$ cat src/adcsq_pkg.sv
// Shared constants, types and register map of the conversion sequencer
package adcsq_pkg;
    // Control register image
    typedef struct packed {
        logic [1:0] clk_sel;
        logic [2:0] chan;
        logic go;
        logic rsv;
        logic en;
    } adcsq_ctrl_t;

    typedef enum logic [4:0] {
        ST_IDLE = 5'h01,
        ST_DELAY = 5'h02,
        ST_CONV = 5'h04,
        ST_ABORT = 5'h08,
        ST_OFF = 5'h10
    } adcsq_state_t;

    // Register byte addresses
    localparam logic [7:0] ADDR_CTRL = 8'h00;
    localparam logic [7:0] ADDR_RESULT = 8'h04;
    localparam logic [7:0] ADDR_PINCFG = 8'h08;
    localparam logic [7:0] ADDR_FLAG = 8'h0C;
    localparam logic [7:0] ADDR_IE = 8'h10;
    localparam logic [7:0] ADDR_PORT = 8'h14;

    // Reset values
    localparam logic [7:0] CTRL_RST = 8'h00;
    localparam logic [2:0] PINCFG_RST = 3'h0;

    // Field positions and codes
    localparam int FLAG_BIT = 6;
    localparam logic [1:0] CLK_SEL_RC = 2'h3;
    localparam logic [3:0] TRIG_CODE = 4'hB;

    // Timing: half bit periods in oscillator periods (pclk is the oscillator)
    localparam int TOSC_NS = 25;
    localparam logic [4:0] HALF_DIV2 = 5'h01;
    localparam logic [4:0] HALF_DIV8 = 5'h04;
    localparam logic [4:0] HALF_DIV32 = 5'h10;
    localparam int INSTR_TOSC = 4;
    localparam int INSTR_NS = INSTR_TOSC * TOSC_NS;
    localparam logic [2:0] INSTR_CYC = 3'((INSTR_NS + TOSC_NS - 1) / TOSC_NS);
    localparam logic [4:0] CONV_HALVES = 5'h13;
    localparam logic [4:0] ABORT_HALVES = 5'h04;
endpackage

$ cat src/adcsq_top.sv
// Conversion sequencer: APB registers, bit clock, SAR sequencing, trigger and sleep
`timescale 1ns/1ps

// How it works
// (RULE1) Software waits the acquisition interval after a channel change before starting.
// (RULE2) A conversion lasts nineteen half bit periods, nine and a half bit periods.
// (RULE3) Bit period is 2, 8 or 32 oscillator periods, or the RC oscillator.
// (RULE4) Software picks a clock whose bit period meets the minimum.
// (RULE5) Port reads return zero on every pin configured analog.
// (RULE6) Channel field and pin directions never gate a conversion.
// (RULE7) Software does not set start in the write that enables the converter.
// (RULE8) Clearing start mid conversion aborts; the result register stays unchanged.
// (RULE9) Result holds last completed value or last software write.
// (RULE10) After an abort wait two bit periods, then acquire and accept starts.
// (RULE11) Conversion in sleep only runs with the RC clock selected.
// (RULE12) With RC clock, conversion starts one instruction cycle after start is set.
// (RULE13) Completion clears start and loads the result.
// (RULE14) Completion in sleep wakes the device when the interrupt is enabled.
// (RULE15) Sleep with non-RC clock aborts and powers down; enable bit stays set.
// (RULE16) Software issues sleep right after the start-setting instruction.
// (RULE17) Reset disables, aborts, restores registers and makes all pins analog.
// (RULE18) Result register content is undefined after power-on.
// (RULE19) Trigger in trigger mode with converter enabled sets start and clears timer.
// (RULE20) Trigger with converter disabled starts nothing but still clears timer.
// (RULE21) Software selects channel and waits acquisition before a trigger.
// (RULE22) Two bit periods pass between a completion and the next acquisition. The code returns to idle at once and can start again next cycle.
// (RULE23) Completion sets the converter interrupt flag; software clears it.
module adcsq_top (
    // Clock and reset
    input wire logic pclk,
    input wire logic presetn,
    // APB slave
    input wire logic psel,
    input wire logic penable,
    input wire logic pwrite,
    input wire logic [7:0] paddr,
    input wire logic [31:0] pwdata,
    output logic [31:0] prdata,
    output logic pready,
    output logic pslverr,
    // Analog front end
    input wire logic rc_half_tick,
    input wire logic cmp_above,
    output logic [7:0] trial_code,
    output logic [2:0] channel_select_field,
    output logic sample_hold,
    output logic converter_powered,
    output logic [7:0] analog_mask,
    // Port pins
    input wire logic [7:0] port_pins,
    // System
    input wire logic sleep_active,
    input wire logic compare_trigger,
    input wire logic [3:0] compare_mode_field,
    output logic timer_clear,
    output logic wake_request
);
    adcsq_pkg::adcsq_ctrl_t ctrl_ff, nxt_ctrl;
    adcsq_pkg::adcsq_state_t state_ff, nxt_state;
    logic [2:0] pincfg_ff, nxt_pincfg;
    logic flag_ff, nxt_flag;
    logic ie_ff, nxt_ie;
    logic [4:0] div_ff, nxt_div;
    logic [4:0] half_ff, nxt_half;
    logic [2:0] dly_ff, nxt_dly;
    logic [7:0] sar_ff, nxt_sar;
    logic [31:0] rdata_ff, nxt_rdata;
    logic wake_ff, nxt_wake;
    logic tclr_ff, nxt_tclr;
    logic [7:0] result_ff, nxt_result;
    logic result_we;

    logic wr_en, rd_en, mapped, half_tick, is_rc, trig_hit, sleep_off;
    logic [4:0] half_len;
    logic [2:0] bit_idx;

    // Analog pin set per configuration; order RA0 RA1 RA2 RA3 RA5 RE0 RE1 RE2.
    // A reference pin is counted as analog since its digital buffer is off.
    function automatic logic [7:0] cfg_mask(input logic [2:0] cfg);
        logic [7:0] m;
        m = 8'h00;
        case (cfg)
            3'h0, 3'h1: m = 8'hFF;
            3'h2, 3'h3: m = 8'h1F;
            3'h4, 3'h5: m = 8'h0B;
            default: m = 8'h00;
        endcase
        return m;
    endfunction

    assign wr_en = psel && penable && pwrite;
    assign rd_en = psel && !penable && !pwrite;
    assign mapped = (paddr == adcsq_pkg::ADDR_CTRL) || (paddr == adcsq_pkg::ADDR_RESULT)
        || (paddr == adcsq_pkg::ADDR_PINCFG) || (paddr == adcsq_pkg::ADDR_FLAG)
        || (paddr == adcsq_pkg::ADDR_IE) || (paddr == adcsq_pkg::ADDR_PORT);
    assign pready = 1'b1;
    assign pslverr = psel && penable && !mapped;
    assign prdata = rdata_ff;

    assign is_rc = (ctrl_ff.clk_sel == adcsq_pkg::CLK_SEL_RC);
    assign sleep_off = sleep_active && !is_rc; // RULE11 RULE15
    assign trig_hit = compare_trigger && (compare_mode_field == adcsq_pkg::TRIG_CODE);

    // Half bit period tick
    always_comb begin
        case (ctrl_ff.clk_sel)
            2'h0: half_len = adcsq_pkg::HALF_DIV2;
            2'h1: half_len = adcsq_pkg::HALF_DIV8;
            default: half_len = adcsq_pkg::HALF_DIV32;
        endcase
    end
    assign half_tick = is_rc ? rc_half_tick : (div_ff == half_len - 5'h01); // RULE3
    assign bit_idx = 3'h7 - half_ff[3:1];

    assign analog_mask = cfg_mask(pincfg_ff); // RULE17
    assign channel_select_field = ctrl_ff.chan;
    assign trial_code = sar_ff;
    // Sample and hold output is asserted only in ST_CONV, so it stays low
    // through the post-abort wait and while idle
    assign sample_hold = (state_ff == adcsq_pkg::ST_CONV); // RULE10
    assign converter_powered = ctrl_ff.en && !sleep_off; // RULE15
    assign wake_request = wake_ff;
    assign timer_clear = tclr_ff;

    always_comb begin
        nxt_ctrl = ctrl_ff;
        nxt_state = state_ff;
        nxt_pincfg = pincfg_ff;
        nxt_flag = flag_ff;
        nxt_ie = ie_ff;
        nxt_div = 5'h00;
        nxt_half = half_ff;
        nxt_dly = dly_ff;
        nxt_sar = sar_ff;
        nxt_rdata = rdata_ff;
        nxt_wake = 1'b0;
        nxt_tclr = trig_hit; // RULE20
        nxt_result = result_ff;
        result_we = 1'b0;

        if (state_ff != adcsq_pkg::ST_IDLE && !is_rc && !half_tick) begin
            nxt_div = div_ff + 5'h01;
        end

        // Register reads are latched in the setup phase
        if (rd_en) begin
            nxt_rdata = 32'h0000_0000;
            if (paddr == adcsq_pkg::ADDR_CTRL) begin
                nxt_rdata[7:0] = ctrl_ff;
            end else if (paddr == adcsq_pkg::ADDR_RESULT) begin
                nxt_rdata[7:0] = result_ff;
            end else if (paddr == adcsq_pkg::ADDR_PINCFG) begin
                nxt_rdata[2:0] = pincfg_ff;
            end else if (paddr == adcsq_pkg::ADDR_FLAG) begin
                nxt_rdata[adcsq_pkg::FLAG_BIT] = flag_ff;
            end else if (paddr == adcsq_pkg::ADDR_IE) begin
                nxt_rdata[adcsq_pkg::FLAG_BIT] = ie_ff;
            end else if (paddr == adcsq_pkg::ADDR_PORT) begin
                nxt_rdata[7:0] = port_pins & ~analog_mask; // RULE5
            end
        end

        if (wr_en) begin
            if (paddr == adcsq_pkg::ADDR_CTRL) begin
                nxt_ctrl = pwdata[7:0];
                nxt_ctrl.rsv = 1'b0;
                // Start only takes effect on an already enabled converter
                nxt_ctrl.go = pwdata[2] && ctrl_ff.en && pwdata[0]; // RULE7
            end else if (paddr == adcsq_pkg::ADDR_RESULT) begin
                nxt_result = pwdata[7:0]; // RULE9
                result_we = 1'b1;
            end else if (paddr == adcsq_pkg::ADDR_PINCFG) begin
                nxt_pincfg = pwdata[2:0];
            end else if (paddr == adcsq_pkg::ADDR_FLAG) begin
                nxt_flag = pwdata[adcsq_pkg::FLAG_BIT]; // RULE23
            end else if (paddr == adcsq_pkg::ADDR_IE) begin
                nxt_ie = pwdata[adcsq_pkg::FLAG_BIT];
            end
        end

        // Trigger after the bus write so it is never lost to it
        if (trig_hit && nxt_ctrl.en) begin
            nxt_ctrl.go = 1'b1; // RULE19
        end

        case (state_ff)
            adcsq_pkg::ST_IDLE: begin
                // Channel and pin direction are deliberately not consulted
                if (ctrl_ff.go && ctrl_ff.en && !sleep_off) begin // RULE6
                    nxt_half = 5'h00;
                    nxt_sar = 8'h80;
                    nxt_dly = 3'h0;
                    nxt_state = is_rc ? adcsq_pkg::ST_DELAY : adcsq_pkg::ST_CONV; // RULE12
                end
            end
            adcsq_pkg::ST_DELAY: begin
                nxt_dly = dly_ff + 3'h1;
                if (dly_ff == adcsq_pkg::INSTR_CYC - 3'h1) begin
                    nxt_state = adcsq_pkg::ST_CONV; // RULE12
                end
            end
            adcsq_pkg::ST_CONV: begin
                if (half_tick) begin
                    nxt_half = half_ff + 5'h01;
                    if (half_ff[0] && half_ff < 5'h10) begin
                        nxt_sar[bit_idx] = cmp_above;
                        if (bit_idx != 3'h0) begin
                            nxt_sar[bit_idx - 3'h1] = 1'b1;
                        end
                    end
                    // Sleep on an oscillator clock aborts, so a last tick there completes nothing
                    if (half_ff == adcsq_pkg::CONV_HALVES - 5'h01 && !sleep_off) begin // RULE2
                        nxt_ctrl.go = 1'b0; // RULE13
                        nxt_result = sar_ff; // RULE13
                        result_we = 1'b1;
                        nxt_flag = 1'b1; // RULE23
                        nxt_wake = sleep_active && ie_ff; // RULE14
                        nxt_state = adcsq_pkg::ST_IDLE;
                    end
                end
            end
            adcsq_pkg::ST_ABORT: begin
                if (half_tick) begin
                    nxt_half = half_ff + 5'h01;
                    if (half_ff == adcsq_pkg::ABORT_HALVES - 5'h01) begin
                        nxt_state = adcsq_pkg::ST_IDLE; // RULE10
                    end
                end
            end
            adcsq_pkg::ST_OFF: begin
                if (!sleep_off) begin
                    nxt_state = adcsq_pkg::ST_IDLE;
                end
            end
            default: nxt_state = adcsq_pkg::ST_IDLE;
        endcase

        // Abort paths: software clear, disable, or sleep on an oscillator clock
        if (state_ff == adcsq_pkg::ST_DELAY || state_ff == adcsq_pkg::ST_CONV) begin
            if (sleep_off) begin
                nxt_ctrl.go = 1'b0;
                nxt_state = adcsq_pkg::ST_OFF; // RULE15
                result_we = 1'b0;
                nxt_result = result_ff;
            end else if (!nxt_ctrl.go || !nxt_ctrl.en) begin
                if (nxt_state != adcsq_pkg::ST_IDLE || result_we == 1'b0) begin
                    nxt_ctrl.go = 1'b0;
                    nxt_half = 5'h00;
                    nxt_div = 5'h00;
                    nxt_state = adcsq_pkg::ST_ABORT; // RULE8
                end
            end
        end
        if (state_ff == adcsq_pkg::ST_IDLE && sleep_off && ctrl_ff.en) begin
            nxt_state = adcsq_pkg::ST_OFF;
        end

        // Hardware set wins over a software clear in the same cycle
        if (flag_ff == 1'b0 && nxt_flag == 1'b0 && state_ff == adcsq_pkg::ST_CONV
            && half_tick && half_ff == adcsq_pkg::CONV_HALVES - 5'h01 && !sleep_off) begin
            nxt_flag = 1'b1; // RULE23
        end
    end

    always_ff @(posedge pclk or negedge presetn) begin
        if (!presetn) begin
            ctrl_ff <= adcsq_pkg::CTRL_RST; // RULE17
            state_ff <= adcsq_pkg::ST_IDLE; // RULE17
            pincfg_ff <= adcsq_pkg::PINCFG_RST; // RULE17
            flag_ff <= 1'b0;
            ie_ff <= 1'b0;
            div_ff <= 5'h00;
            half_ff <= 5'h00;
            dly_ff <= 3'h0;
            sar_ff <= 8'h00;
            rdata_ff <= 32'h0000_0000;
            wake_ff <= 1'b0;
            tclr_ff <= 1'b0;
        end else begin
            ctrl_ff <= nxt_ctrl;
            state_ff <= nxt_state;
            pincfg_ff <= nxt_pincfg;
            flag_ff <= nxt_flag;
            ie_ff <= nxt_ie;
            div_ff <= nxt_div;
            half_ff <= nxt_half;
            dly_ff <= nxt_dly;
            sar_ff <= nxt_sar;
            rdata_ff <= nxt_rdata;
            wake_ff <= nxt_wake;
            tclr_ff <= nxt_tclr;
        end
    end

    // No reset: content is unknown until the first conversion or write
    always_ff @(posedge pclk) begin
        result_ff <= nxt_result; // RULE18
    end
endmodule // adcsq_top

$ cat config.mk
export PLATFORM = sky130hd
export DESIGN_NAME = adcsq_top
export DESIGN_NICKNAME = d
export VERILOG_FILES = /design/src/adcsq_pkg.sv /design/src/adcsq_top.sv
export SDC_FILE = /design/constraint.sdc
export NUM_CORES = 1
export LEC_CHECK = 0
export BUFFER_PORTS_ARGS = -buffer_cell sky130_fd_sc_hd__buf_2
export CAP_MARGIN = 20
export CORE_ASPECT_RATIO = 1.4
export CORE_MARGIN = 3
export CORE_UTILIZATION = 47
export CTS_CLUSTER_DIAMETER = 80
export DETAILED_ROUTE_END_ITERATION = 8
export GPL_TIMING_DRIVEN = 0
export PLACE_DENSITY = 0.88
export SKIP_LAST_GASP = 1
export SLEW_MARGIN = 20
export SYNTH_ARGS = -nofsm -noshare
export SYNTH_HDL_FRONTEND = slang
export SYNTH_SLANG_ARGS = --single-unit
$ cat constraint.sdc
create_clock -name pclk -period 2.8 [get_ports pclk]
set_input_delay 0.56 -clock pclk [delete_from_list [all_inputs] [get_ports pclk]]
set_output_delay 0.56 -clock pclk [all_outputs]
set_load 0.05 [all_outputs]
==> results.md <==
- Initial DRT Pass Iterations: 7
- Number of enable-type register cells in the synthesized netlist: 8
- Post-detail-place hpwl: 7169 um
- Avg Synthesized Cell Area: 9.099 um^2
- Design Area, Final: 4499 um^2
- Via total after detailed routing: 3551
- Final hold slack: 0.2424 ns
- Power, Total: between 1500 and 2000 uW
- Seq cells post-synth: 56
- Max-capacitance violation count: 0
- Most instantiated library cell after synthesis: dfrtp_1
- Worst setup SP type: register
- Synth top area share: about a third
- Antenna diode instance count: 0
- Final number of max-transition violations: 0
- Clock transition at the registers of the reported paths: 0.10 ns
- Routed wire per std cell: about 16 um
- FF-to-FF End: half_ff[4]
- Number of cells on the worst reg-to-reg path: 11
- Critical Path Fanout Max: 10
- Synth warn: 0
- Mapped Cells: 412
- Worst ir drop on vdd: between 0.0002 and 0.00025 V
- Count of cell types in the netlist: 62
- Initial core utilization: 49.68%
- Startpoint of the most critical register-to-register path: ctrl_ff[7]
- Class of the tightest hold or removal check: primary input to async pin
- FFs w/ async S/R, synth: 85.71%
- Crit path setup slack, layout: 0.1116 ns
- Deepest level of the CTS H-tree: 2
- Required time worst endpoint: 2.24 ns
- Dominant synthesized flop cell: dfrtp_1
- Deepest clock path buffer count: 2
- Number of clock sinks: 56
- Die width: just over 80 um
- Static leakage: around 0.0021 uW
- Master cell of the clock root buffer: clkbuf_8
- Clock tree from TritonCTS: built
- Achievable Freq: 372.0 MHz
- Via count of the first global-routing pass: 3344
- Clock latency reported for the late side of the worst-skew pair: between 0.3 and 0.4 ns
- Cell Rows: 37
- Maximum number of pins on one net before global-route repair: 49
- Register-to-register setup slack: 0.11 ns
- Area added between synthesis and finish: 20.03%
- Vertical die dimension: between 100 and 150 um
- Num CTS Buffers: 5
- Slew margin rel.: between 30% and 40%
- DRT antenna net count: 0
- Cell Pwr Density: 365.4 nW/um^2
- Routability Congestion: 0.8774
- Share of cells above drive strength 1: between 20% and 30%
- Transition time at the pin with the least slew margin: 0.8948 ns
- Number of failing setup endpoints in the final timing report: 0
- Top-level port count: ~120
- Setup WS pre-CTS: -0.3925 ns
- Top post-synthesis cells by count: 47 x dfrtp_1, 33 x buf_4, 33 x nand2_1, 32 x a21oi_1, 22 x nor2_1
- Quantity of I/O buffers inserted on ports: 68
- Type of the setup path with the least slack: register to primary output
- Area of the mapped netlist: 3749 um^2
- Layout net count: 583
- Outcome: completed
- Routed wire length: 9615 um
- Share of the core filled with cells in the final layout: 59.63%
- Number of DRC markers in iteration 0: 363
- Full die area: 9099 um^2
- Sequential-to-total area share from yosys stat: 38.48%
- Antenna violations before repair: 0
- Post-placement cell area: 4297 um^2
- Core outline area: 7546 um^2
- Ratio of routed vias to standard cells: 5.802
- Worst path arrival time: between 2 and 2.5 ns
- GRT overflow: 0
- Post-route DRC: 0
- Global-route wire length before repair: 15080 um
- Kind of end point of the critical path: primary output
- Synth top area cells: dfrtp_1 31%, buf_4 6.6%, edfxtp_1 6.4%
- Hold violation count in the final report: 0
- Portion of the clock cycle consumed by the worst path in the final layout: 96.01%
- Global-route usage over all layers: approximately 20%
- Shortest clock period the worst path allows after layout: 2.688 ns
- Leading area contributor after synthesis: dfrtp_1
- Worst clock skew: 0.01104 ns
through the flow:
stage	TNS, ns	cells
floorplan	0	435
global placement	-5.599	600
detailed placement	-8.521	600
CTS	0	610
global route	-0.001558	612
finish	0	612
cell type report:
class,count,area (um^2)
Buffer,54,340.3
Clock buffer,6,72.57
Clock inverter,2,35.03
Fill cell,644,3047
Inverter,9,33.78
Multi-Input combinational cell,315,2069
Sequential cell,56,1443
Tap cell,97,121.4
Timing Repair Buffer,73,384.1
power breakdown:
group	internal, uW	switching [uW]
Sequential	834	8.47
Combinational	87.9	191
Clock	266	257
Total	1190	457
repair_timing:
action | in CTS | in global routing
hold buffers | 0 | 0
resized for setup | 9 | 11
cloned | 0 | 1
endpoints found under the setup margin | 34 | 27
pin swaps | 1 | 4
setup buffers | 3 | 1
layout by cell type (no fill, tap or decap), types with 9 or more instances in the layout:
cell,count
mux2_2,12
o21ai_0,17
conb_1,25
nor2_1,22
nor3_1,19
buf_2,68
clkbuf_1,15
a21oi_1,32
buf_4,40
a31oi_1,9
mux2i_1,9
nand2b_1,9
dfrtp_1,47
nand3_1,9
nand2_1,33
worst max-delay path, cell delays in order (launching register included):
cell      delay (ns)
dfrtp_1         0.37
clkbuf_1        0.19
or3_1           0.40
or2_2           0.32
clkbuf_2        0.19
inv_2           0.13
buf_4           0.21
worst max-delay path by stage:
| stage | from | to | slack, ns | depth (start not counted) |
|---|---|---|---|---|
| 5_1_grt | state_ff[1] | sample_hold | -0.002 | 6 |
| 4_1_cts | state_ff[1] | sample_hold | 0.05 | 6 |
| 3_5_place_dp | ctrl_ff[7] | result_ff[5] | -0.39 | 9 |
| 3_3_place_gp | ctrl_ff[7] | trial_code[3] | -0.27 | 8 |
| 6_report | state_ff[1] | sample_hold | 0.11 | 6 |
| 2_1_floorplan | ctrl_ff[7] | half_ff[3] | 0.01 | 8 |
registers in the layout, summed over array words and instances (netlist names), 3 cells and up:
signal and flops:
div_ff 5, result_ff 8, dly_ff 3, channel_select_field 3, half_ff 5, prdata 8, pincfg_ff 3, trial_code 8
state_ff 5, ctrl_ff 4
kinds of logic (layout without fill, tap and decap cells):
kind of cell / Yosys count / after routing / synth area share [%]
buffers and inverters: 64 / 144 / 9.746
xor gates and xnor gates: 8 / 8 / 2.270
and+or+nand+nor: 142 / 142 / 20.29
muxes: 21 / 21 / 6.008
DFF: 56 / 56 / 38.48
AOI/OAI and AO/OA: 111 / 111 / 20.33
adders and majority gates: 8 / 8 / 2.670
other: 2 / 25 / 0.2003
metal layers:
layer  vias up  share of wire (%)  track usage, %
met4         0                3.1           8.117
met1      1657                 38           23.08
met2       190                 52           37.21
met3        28                7.6           2.913
li1       1676                  -               -
met5         -                  0               0
No activity file was read; power rests on OpenSTA's default activity.
